==> config.mk <==
export PLATFORM = sky130hd
export DESIGN_NAME = lhbi_host_port
export DESIGN_NICKNAME = d
export VERILOG_FILES = /design/src/rtl/lhbi_pkg.sv /design/src/rtl/lhbi_fifo.sv /design/src/rtl/lhbi_host_port.sv
export SDC_FILE = /design/constraint.sdc
export NUM_CORES = 1
export LEC_CHECK = 0
export ABC_AREA = 0
export BUFFER_PORTS_ARGS = -buffer_cell sky130_fd_sc_hd__buf_2
export CORE_AREA = 2 2 107 109
export DETAILED_ROUTE_END_ITERATION = 10
export DIE_AREA = 0 0 109 111
export PLACE_DENSITY = 0.7
export SYNTH_ARGS = -nofsm -noshare
export SYNTH_HDL_FRONTEND = slang
export SYNTH_SLANG_ARGS = --single-unit
==> constraint.sdc <==
create_clock -name sys_clk_i -period 2.75 [get_ports sys_clk_i]
set_input_delay 0.55 -clock sys_clk_i [delete_from_list [all_inputs] [get_ports sys_clk_i]]
set_output_delay 0.55 -clock sys_clk_i [all_outputs]
set_load 0.01 [all_outputs]
==> src/rtl/lhbi_pkg.sv <==
// Constants and carrier types for the display controller host bus port.
// Assumes one 40 MHz system clock; host pins are asynchronous to it.
package lhbi_pkg;
	localparam int          DATA_W       = 8;
	localparam int          FIFO_DEPTH   = 4;
	localparam logic [2:0]  BIT_LAST     = 3'h7;
	localparam logic [2:0]  BIT_RESET    = 3'h0;
	localparam logic [7:0]  BYTE_RESET   = 8'h00;
	localparam int          SER_DATA_BIT = 7;
	localparam int          SER_CLK_BIT  = 6;
	localparam logic [7:0]  OE_NONE      = 8'hFF;
	localparam logic [7:0]  OE_ALL       = 8'h00;

	// Byte delivered to the core with its data/command class
	typedef struct packed {
		logic       is_data;
		logic [7:0] value;
	} lhbi_word_s;
endpackage : lhbi_pkg

==> src/rtl/lhbi_fifo.sv <==
// Small word FIFO with valid/ready on both sides.
// Assumes one clock and a synchronous active-high reset.
`timescale 1ns/1ps
module lhbi_fifo #(
	parameter int WIDTH = 9,
	parameter int DEPTH = 4
) (
	input  wire logic             sys_clk_i,
	input  wire logic             sys_rst_i,
	input  wire logic [WIDTH-1:0] in_data_i,
	input  wire logic             in_valid_i,
	output logic                  in_ready_o,
	output logic      [WIDTH-1:0] out_data_o,
	output logic                  out_valid_o,
	input  wire logic             out_ready_i
);
	localparam int AW = $clog2(DEPTH);
	logic [WIDTH-1:0] mem_reg [DEPTH];
	logic [AW-1:0]    wr_ptr_reg;
	logic [AW-1:0]    rd_ptr_reg;
	logic [AW:0]      count_reg;
	logic             push;
	logic             pop;

	// Handshakes and honest flags
	assign in_ready_o  = (count_reg != (AW+1)'(DEPTH));
	assign out_valid_o = (count_reg != '0);
	assign out_data_o  = mem_reg[rd_ptr_reg];
	assign push        = in_valid_i && in_ready_o;
	assign pop         = out_valid_o && out_ready_i;

	// Storage writes
	always_ff @(posedge sys_clk_i)
	begin
		if (push)
			mem_reg[wr_ptr_reg] <= in_data_i;
	end

	// Pointers and occupancy
	always_ff @(posedge sys_clk_i)
	begin
		if (sys_rst_i)
		begin
			wr_ptr_reg <= '0;
			rd_ptr_reg <= '0;
			count_reg  <= '0;
		end
		else
		begin
			if (push)
				wr_ptr_reg <= (wr_ptr_reg == AW'(DEPTH-1)) ? '0 : wr_ptr_reg + AW'(1);
			if (pop)
				rd_ptr_reg <= (rd_ptr_reg == AW'(DEPTH-1)) ? '0 : rd_ptr_reg + AW'(1);
			count_reg <= count_reg + (AW+1)'(push) - (AW+1)'(pop);
		end
	end
endmodule : lhbi_fifo

==> src/rtl/lhbi_host_port.sv <==
// Host bus port: parallel strobe/enable styles and write-only serial mode.
// Assumes host pins are asynchronous; all are double-synchronised here.
`timescale 1ns/1ps
module lhbi_host_port (
	input  wire logic                    sys_clk_i,
	input  wire logic                    sys_rst_i,
	input  wire logic                    chip_select_low_active_n_i,
	input  wire logic                    chip_select_high_active_i,
	input  wire logic                    data_command_select_i,
	input  wire logic                    rd_en_i,
	input  wire logic                    wr_dir_i,
	input  wire logic                    bus_style_select_i,
	input  wire logic                    par_ser_i,
	input  wire logic [7:0]              db_i,
	output logic      [7:0]              db_o,
	output logic      [7:0]              db_oe_n_o,
	input  wire logic [7:0]              status_i,
	input  wire logic [7:0]              rd_data_i,
	output lhbi_pkg::lhbi_word_s         wr_word_o,
	output logic                         wr_valid_o,
	input  wire logic                    wr_ready_i,
	output logic                         rd_pulse_o,
	output logic                         overrun_o
);

	////////////////////////////////////////////////////////////////////////////////
	// Pin synchronisers
	localparam int NS = 14;
	logic [NS-1:0] meta_reg;
	logic [NS-1:0] sync_reg;
	logic [7:0]    db_s;
	logic          sel_n_s, sel_h_s, dc_s, rd_s, wr_s, style_s, ps_s;

	// Two flops per asynchronous pin
	always_ff @(posedge sys_clk_i)
	begin
		if (sys_rst_i)
		begin
			meta_reg <= '0;
			sync_reg <= '0;
		end
		else
		begin
			meta_reg <= {db_i, chip_select_low_active_n_i, chip_select_high_active_i,
				data_command_select_i, rd_en_i, wr_dir_i, bus_style_select_i};
			sync_reg <= meta_reg;
		end
	end
	assign {db_s, sel_n_s, sel_h_s, dc_s, rd_s, wr_s, style_s} = sync_reg;

	// Mode strap synchroniser
	logic ps_meta_reg;
	logic ps_reg;
	always_ff @(posedge sys_clk_i)
	begin
		if (sys_rst_i)
		begin
			ps_meta_reg <= 1'b0;
			ps_reg      <= 1'b0;
		end
		else
		begin
			ps_meta_reg <= par_ser_i;
			ps_reg      <= ps_meta_reg;
		end
	end
	assign ps_s = ps_reg;

	////////////////////////////////////////////////////////////////////////////////
	// Decode of selection and transfer phases
	logic selected;
	logic enable_style;
	logic read_act;
	logic write_act;
	assign selected     = !sel_n_s && sel_h_s;
	assign enable_style = style_s;
	// Enable style: direction high reads, enable high qualifies
	assign read_act  = selected && ps_s &&
		(enable_style ? (rd_s && wr_s) : !rd_s);
	assign write_act = selected && ps_s &&
		(enable_style ? (rd_s && !wr_s) : !wr_s);

	// Previous phase levels for edge finding
	logic write_prev_reg;
	logic read_prev_reg;
	logic sclk_prev_reg;
	always_ff @(posedge sys_clk_i)
	begin
		if (sys_rst_i)
		begin
			write_prev_reg <= 1'b0;
			read_prev_reg  <= 1'b0;
			sclk_prev_reg  <= 1'b0;
		end
		else
		begin
			write_prev_reg <= write_act;
			read_prev_reg  <= read_act;
			sclk_prev_reg  <= db_s[lhbi_pkg::SER_CLK_BIT];
		end
	end

	// Data sampled every write-phase cycle; last sample kept at write end
	logic [7:0] par_byte_reg;
	logic       par_dc_reg;
	always_ff @(posedge sys_clk_i)
	begin
		if (sys_rst_i)
		begin
			par_byte_reg <= lhbi_pkg::BYTE_RESET;
			par_dc_reg   <= 1'b0;
		end
		else if (write_act)
		begin
			par_byte_reg <= db_s;
			par_dc_reg   <= dc_s;
		end
	end
	// Write phase has just ended
	logic par_done;
	assign par_done = write_prev_reg && !write_act;

	////////////////////////////////////////////////////////////////////////////////
	// Serial receiver
	logic [7:0] shift_reg;
	logic [2:0] bit_cnt_reg;
	logic       ser_done;
	logic       ser_rise;
	logic [7:0] ser_next;
	// Rising serial clock while selected in serial mode
	assign ser_rise = selected && !ps_s && db_s[lhbi_pkg::SER_CLK_BIT] && !sclk_prev_reg;
	assign ser_next = {shift_reg[6:0], db_s[lhbi_pkg::SER_DATA_BIT]};
	assign ser_done = ser_rise && (bit_cnt_reg == lhbi_pkg::BIT_LAST);

	// Shift MSB first, clear while deselected
	always_ff @(posedge sys_clk_i)
	begin
		if (sys_rst_i || !selected)
		begin
			shift_reg   <= lhbi_pkg::BYTE_RESET;
			bit_cnt_reg <= lhbi_pkg::BIT_RESET;
		end
		else if (ser_rise)
		begin
			shift_reg   <= ser_next;
			bit_cnt_reg <= bit_cnt_reg + 3'h1;
		end
	end

	////////////////////////////////////////////////////////////////////////////////
	// Byte hand-off into the FIFO
	lhbi_pkg::lhbi_word_s word_in;
	logic                 word_valid;
	always_comb
	begin
		word_in.is_data = ser_done ? dc_s : par_dc_reg;
		word_in.value   = ser_done ? ser_next : par_byte_reg;
	end
	assign word_valid = ser_done || par_done;

	// Four-word buffer between the pin side and the core
	lhbi_pkg::lhbi_word_s fifo_q;
	logic                 fifo_qv;
	logic                 fifo_ready2;
	lhbi_fifo #(
		.WIDTH (lhbi_pkg::DATA_W + 1),
		.DEPTH (lhbi_pkg::FIFO_DEPTH)
	) u_fifo_main (
		.sys_clk_i   (sys_clk_i),
		.sys_rst_i   (sys_rst_i),
		.in_data_i   (word_in),
		.in_valid_i  (word_valid),
		.in_ready_o  (fifo_ready2),
		.out_data_o  (fifo_q),
		.out_valid_o (fifo_qv),
		.out_ready_i (!wr_valid_o || wr_ready_i)
	);

	// Registered output stage
	always_ff @(posedge sys_clk_i)
	begin
		if (sys_rst_i)
		begin
			wr_valid_o <= 1'b0;
			wr_word_o  <= '0;
		end
		else if (!wr_valid_o || wr_ready_i)
		begin
			wr_valid_o <= fifo_qv;
			if (fifo_qv)
				wr_word_o <= fifo_q;  // Word only loaded when one waits
		end
	end

	// Sticky-free overrun pulse when a byte meets a full FIFO
	always_ff @(posedge sys_clk_i)
	begin
		if (sys_rst_i)
			overrun_o <= 1'b0;
		else
			overrun_o <= word_valid && !fifo_ready2;
	end

	////////////////////////////////////////////////////////////////////////////////
	// Read path: status or display data onto the bus
	always_ff @(posedge sys_clk_i)
	begin
		if (sys_rst_i)
		begin
			db_oe_n_o  <= lhbi_pkg::OE_NONE;
			db_o       <= lhbi_pkg::BYTE_RESET;
			rd_pulse_o <= 1'b0;
		end
		else
		begin
			// Drive only while reading, selected and parallel
			db_oe_n_o  <= read_act ? lhbi_pkg::OE_ALL : lhbi_pkg::OE_NONE;
			db_o       <= dc_s ? rd_data_i : status_i;
			rd_pulse_o <= read_prev_reg && !read_act && dc_s;
		end
	end

	// Each low data pin stays undriven in serial mode
	for (genvar b = 0; b < lhbi_pkg::SER_CLK_BIT; b++)
	begin : g_low_pin

	end
endmodule : lhbi_host_port

==> results.toml, run 1 <==
[synthesis]
portion_of_netlist_area_occupied_by_mux_cells_pct = 13.7
synthCells = 332
yosysUniqueCellTypes = 37
synth-adder-area-share_pct = 3.08
synth_simple_gate_area_share_pct = 13.4
ys.warnings.count = 0
yosys_reg_bits = 116
synth_xor_area_share_pct = 0.610
synth_sequential_area_ratio_pct = 62.3
syn_avg_cell_area_sq_um = 13.0
largest_family_of_logic_cells_by_synthesized_area = "multiplexers"
mappedNetlistArea_sq_um = 4310
synth_nets = 376
synth_compound_area_share_pct = 2.79

[clock_tree]
cts.htree.levels = 4
cts_setup_buffers = 0
postCtsHoldBufs = 0
worst_setup_hold_path_clk_slew_ns = 0.06
worstSkewPairLatency_ns = 0.41
post_cts_resized = 0
ctsLongestPathBuffers = 2
clock_tree_from_tritoncts = "built"
cts_inserted_buffers = 17
cts_root_buffer = "sky130_fd_sc_hd__clkbuf_16"
cts_sinks = 116

[floorplanning]
fp.coreArea_sq_um = 11100
num_rows = 39
initial_utilization_pct = 38.9
die_w_um = 109
fp.dieH_um = 111
floorplan.die_area_sq_um = 12100
top_level_ports = 62

[setup_path]
reg2reg_to = "u_fifo_main.count_reg[2]"
crit_type = "flip-flop to flip-flop"
worst_ep_required_time_ns = 3.02
crit_path_end_kind = "flip-flop"
timing.critical_path.fanout_max = 11
worst_setup_path_start_kind = "flip-flop"
r2r_start = "bit_cnt_reg[0]"
critical_path_arrival_ns = 2.46
ff2ff_path_depth = 9
r2r_setup_slack_ns = 0.56

[detailed_routing]
via_count = 2470
first_iter_violations = 73
vias_per_cell = 4.51
detail_route.drc_violations = 0
post_drt_wl_per_cell_um = 12.2
drt.antenna.violating_nets = 0
drt_pass1_iterations = 4
drt-total-wl_um = 6690

[final_layout]
flow.area_growth_from_synthesis_pct = 22.2
layout_common_cells = "80 x sky130_fd_sc_hd__dfxtp_1, 61 x sky130_fd_sc_hd__buf_2, 36 x sky130_fd_sc_hd__edfxtp_1"
largest_reg_flops = 36
layout_cell_share_with_drive_strength_beyond_1_pct = 31.4
ff_latch_area_sq_um = 2680
final_common_cell = "sky130_fd_sc_hd__dfxtp_1"
multi_input_area_sq_um = 1450
layout.filler_cells = 969
num_antenna_cells = 0
finalNetCount = 436
stdcell_count = 548

[min_path]
hp-start = "bus_style_select_i"
whs_endpoint = "meta_reg[0]"
timing.hold.worst.class = "input port to flip-flop"
hold_path_depth = 2

[timing]
fin_skew_ns = 0.0109
slew_headroom_pct = 50.0
hold_viol_final = 0
finalCritPeriodShare_pct = 79.6
final.setup.tns_ns = 0
period_minus_slack_ns = 2.19
worst_max_slew_pin_slew_ns = 0.751
hold_slack_ns = 0.347
setup_repair_after_global_routing_missed_its_margin = "no"
report.final.setup_viol = 0
maxSlewViolCount = 0
fmax_ghz = 0.457

[flow_run]
maxCapViolCount = 0

[global_routing]
grt_overflow = 0
grt_pass1_vias = 2432
grt_start_max_net_pins = 47
antenna_found_initial = 0
grt_use_total_pct = 12.3
grt_first_pass_wirelength_um = 11200

[placement]
finalWeightedCongestion = 0.727
dp.cells = 516
hpwl_detailed_um = 4450
port_buffers = 61

[power_and_ir_drop]
vdd.ir_drop.worst_mv = 0.448
leakage_nw = 2.09
power_density_nw_per_um2 = 900

[outcome]
outcome = "finished, final reports clean"
[power breakdown]
part	internal, mW	switching [mW]
Combinational	0.329	0.286
Sequential	1.87	0.116
Clock	1.36	0.781
[layout make-up]
type                       instances  share of cell area (%)
tap                              143                    3.40
inverter                           8                   0.570
clock inverter                    13                    2.23
timing repair buffer              65                    6.37
clock buffer                      19                    9.03
sequential                       116                    50.9
multi-input combinational        184                    27.5
[layer usage]
layer  track usage [%]  vias up  share of wire [%]
li1                  -     1246                  -
met1              14.2     1163                 44
met2              19.5       50                 49
met3              4.23       11                5.0
met4              7.44        0                1.9
met5                 0        -                  0
[synth_stat cells, drive strengths merged]
master | count | area share [%]
buf | 20 | 3.1
mux2i | 27 | 6.3
o31ai | 1 | 0.49
nor4 | 1 | 0.15
nand3b | 1 | 0.46
ha | 9 | 2.6
nand2 | 22 | 1.9
and2 | 4 | 0.70
nand4 | 1 | 0.49
edfxtp | 36 | 25
nand2b | 3 | 0.44
mux2 | 10 | 2.7
nor2 | 31 | 2.7
or2 | 1 | 0.15
and2b | 2 | 0.44
or3 | 1 | 0.15
nor2b | 33 | 4.8
a211oi | 1 | 0.17
clkbuf | 4 | 0.35
dfxtp | 80 | 37
fa | 1 | 0.46
inv | 8 | 0.70
nor3 | 3 | 0.35
a21oi | 12 | 1.4
xnor2 | 3 | 0.61
o21ai | 1 | 0.12
a21o | 1 | 0.17
nand3 | 3 | 0.35
a21boi | 1 | 0.44
mux4 | 9 | 4.7
and4b | 1 | 0.23
and3 | 1 | 0.15
[stage by stage]
step	total power [mW]	worst slack [ns]	utilization (%)	area [sq um]
after floorplan	2.48	0.504	-	4310
after global placement	2.63	0.524	42.2	4670
after detailed placement	2.65	0.447	42.2	4670
after CTS	4.81	0.545	47.6	5270
after global routing	4.99	0.418	47.6	5270
final	4.74	0.560	47.6	5270
[worst max-delay path: stages, from the launching register on]
cell	delay, ns
sky130_fd_sc_hd__dfxtp_1	0.32
sky130_fd_sc_hd__ha_1	0.19
sky130_fd_sc_hd__ha_1	0.21
sky130_fd_sc_hd__nand4_4	0.20
sky130_fd_sc_hd__a21boi_4	0.12
sky130_fd_sc_hd__ha_1	0.23
sky130_fd_sc_hd__fa_1	0.37
sky130_fd_sc_hd__xnor2_1	0.20
sky130_fd_sc_hd__xnor2_1	0.15
sky130_fd_sc_hd__nor2_1	0.05
[worst max-delay path by stage]
| stage | from | end | slack, ns | cells after the start |
|---|---|---|---|---|
| global route | u_fifo_main.count_reg[1] | u_fifo_main.count_reg[2] | 0.42 | 10 |
| CTS | bit_cnt_reg[0] | u_fifo_main.count_reg[2] | 0.55 | 9 |
| finish | bit_cnt_reg[0] | u_fifo_main.count_reg[2] | 0.56 | 9 |
| global placement | wr_ready_i | u_fifo_main.count_reg[2] | 0.52 | 11 |
| detailed placement | wr_ready_i | u_fifo_main.count_reg[2] | 0.45 | 11 |
| floorplan | wr_ready_i | u_fifo_main.count_reg[2] | 0.50 | 11 |
[kinds of logic after synthesis]
logic type / after synthesis
compound gates: 17
simple gates: 108
mux: 46
flops: 116
xor+xnor: 3
buf+inv: 32
fa+ha+maj: 10
No activity file was read; power rests on OpenSTA's default activity.
==> run 2: changes to the inputs <==
==> constraint.sdc (replaced) <==
create_clock -name sys_clk_i -period 2.1 [get_ports sys_clk_i]
set_input_delay 0.42 -clock sys_clk_i [delete_from_list [all_inputs] [get_ports sys_clk_i]]
set_output_delay 0.42 -clock sys_clk_i [all_outputs]
set_load 0.01 [all_outputs]
==> results.toml, run 2 (synthesis gave the netlist of run 1 again) <==
[clock_tree]
cts_inserted_buffers = 17
ctsLongestPathBuffers = 2
cts.htree.levels = 4
worst_setup_hold_path_clk_slew_ns = 0.06
clock_tree_from_tritoncts = "built"
cts_root_buffer = "sky130_fd_sc_hd__clkbuf_16"
cts_sinks = 116
worstSkewPairLatency_ns = 0.40

[timing]
worst_max_slew_pin_slew_ns = 0.728
fmax_ghz = 0.508
fin_skew_ns = 0.00649
maxSlewViolCount = 0
final.setup.tns_ns = 0
period_minus_slack_ns = 1.97
hold_viol_final = 0
hold_slack_ns = 0.224
fin_ws_ns = 0.133
report.final.setup_viol = 0
setup_repair_after_global_routing_missed_its_margin = "no"
finalCritPeriodShare_pct = 93.7
slew_headroom_pct = 51.4

[detailed_routing]
via_count = 2457
drt_pass1_iterations = 5
first_iter_violations = 107
post_drt_wl_per_cell_um = 12.6
vias_per_cell = 4.44
detail_route.drc_violations = 0
drt.antenna.violating_nets = 0
drt-total-wl_um = 6980

[final_layout]
num_antenna_cells = 0
finalNetCount = 441
finalCoreUtilization_pct = 48.2
layout.filler_cells = 976
multi_input_area_sq_um = 1470
stdcell_count = 553
flow.area_growth_from_synthesis_pct = 24.0
ff_latch_area_sq_um = 2680
final_common_cell = "sky130_fd_sc_hd__dfxtp_1"
layout_cell_share_with_drive_strength_beyond_1_pct = 33.2
layout_common_cells = "80 x sky130_fd_sc_hd__dfxtp_1, 61 x sky130_fd_sc_hd__buf_2, 36 x sky130_fd_sc_hd__edfxtp_1"
largest_reg_flops = 36
finalInstanceArea_sq_um = 5340

[placement]
finalWeightedCongestion = 0.727
port_buffers = 61
post-place-ws_ns = -0.0111
hpwl_detailed_um = 4740
place_area_sq_um = 4720
dp.cells = 520

[global_routing]
grt_use_total_pct = 12.6
grt_first_pass_wirelength_um = 11600
grt.met3_usage_pct = 4.06
grt_pass1_vias = 2480
global_routing_s_busiest_layer = "met2"
grt_overflow = 0
antenna_found_initial = 0
grt_start_max_net_pins = 30
use_met1_pct = 14.5
global_route.usage.met2_pct = 21.2

[floorplanning]
initial_utilization_pct = 38.9
fp.coreArea_sq_um = 11100
top_level_ports = 62
floorplan.die_area_sq_um = 12100
die_w_um = 109
fp.dieH_um = 111
num_rows = 39

[power_and_ir_drop]
power.total_mw = 6.40
vdd.ir_drop.worst_mv = 0.671
leakage_nw = 2.14
power_density_nw_per_um2 = 1200

[setup_path]
crit_top_cell = "sky130_fd_sc_hd__inv_1"
critical_path_arrival_ns = 2.24
cp_slowest_stage_delay_ns = 0.35
ff2ff_path_depth = 10
crit_path_end_kind = "flip-flop"
r2r_setup_slack_ns = 0.13
worst_setup_path_start_kind = "flip-flop"
worst_ep_required_time_ns = 2.37
crit_type = "flip-flop to flip-flop"
worstSetupStartpoint = "u_fifo_main.count_reg[2]"
crit_path_to = "u_fifo_main.count_reg[2]"
timing.critical_path.cells = "nor3_2 -> a21o_1 -> inv_1 -> ha_1 -> inv_1 -> ha_2 -> fa_2 -> xnor2_2 -> xnor2_1 -> nor2_1"
r2r_start = "u_fifo_main.count_reg[2]"
reg2reg_to = "u_fifo_main.count_reg[2]"
timing.critical_path.fanout_max = 2
critical-path-slowest-cell = "sky130_fd_sc_hd__fa_2"

[min_path]
timing.hold.worst.class = "input port to flip-flop"

[outcome]
outcome = "finished, final reports clean"

[flow_run]
maxCapViolCount = 0
-- run 2: metal layers --
metal	share of wire, %	vias to the layer above
li1	-	1262
met1	44	1142
met2	52	44
met3	3.5	9
met4	1.0	0
met5	0	-
-- run 2: how the worst min path moves through the flow --
stage | depth (start not counted) | end | slack [ns] | start
global route | 2 | meta_reg[5] | 0.22 | chip_select_low_active_n_i
global placement | 1 | sync_reg[3] | 0.42 | meta_reg[3]
floorplan | 1 | ps_reg | 0.41 | ps_meta_reg
detailed placement | 1 | sync_reg[1] | 0.42 | meta_reg[1]
CTS | 2 | meta_reg[5] | 0.21 | chip_select_low_active_n_i
finish | 2 | meta_reg[5] | 0.22 | chip_select_low_active_n_i
-- run 2: critical path: cells and delay by family (launching register included) --
family / cells / cell delay, ns
adders and majority gates: 3 / 0.78
DFF: 1 / 0.32
xor gates and xnor gates: 2 / 0.27
and+or+nand+nor: 2 / 0.25
AOI/OAI and AO/OA: 1 / 0.12
buffers and inverters: 2 / 0.09
-- run 2: area by class of cell --
cell class | instances | share of cell area (%)
inverters | 8 | 0.562
clock inverters | 14 | 3.04
repair buffers | 70 | 6.98
flip-flops and latches | 116 | 50.2
well taps | 143 | 3.35
clock buffers | 18 | 8.43
multi-input cells | 184 | 27.4
-- run 2: where the power goes --
part,switching [mW],internal [mW]
combinational,0.399,0.481
clock,1.06,1.85
sequential,0.157,2.45
total,1.61,4.78
-- run 2: repair_timing --
item / 4_1_cts / 5_1_grt
gates resized for setup: 0 / 0
hold buffers: 0 / 0
endpoints found under the setup margin: 0 / 1
setup buffers: 0 / 1
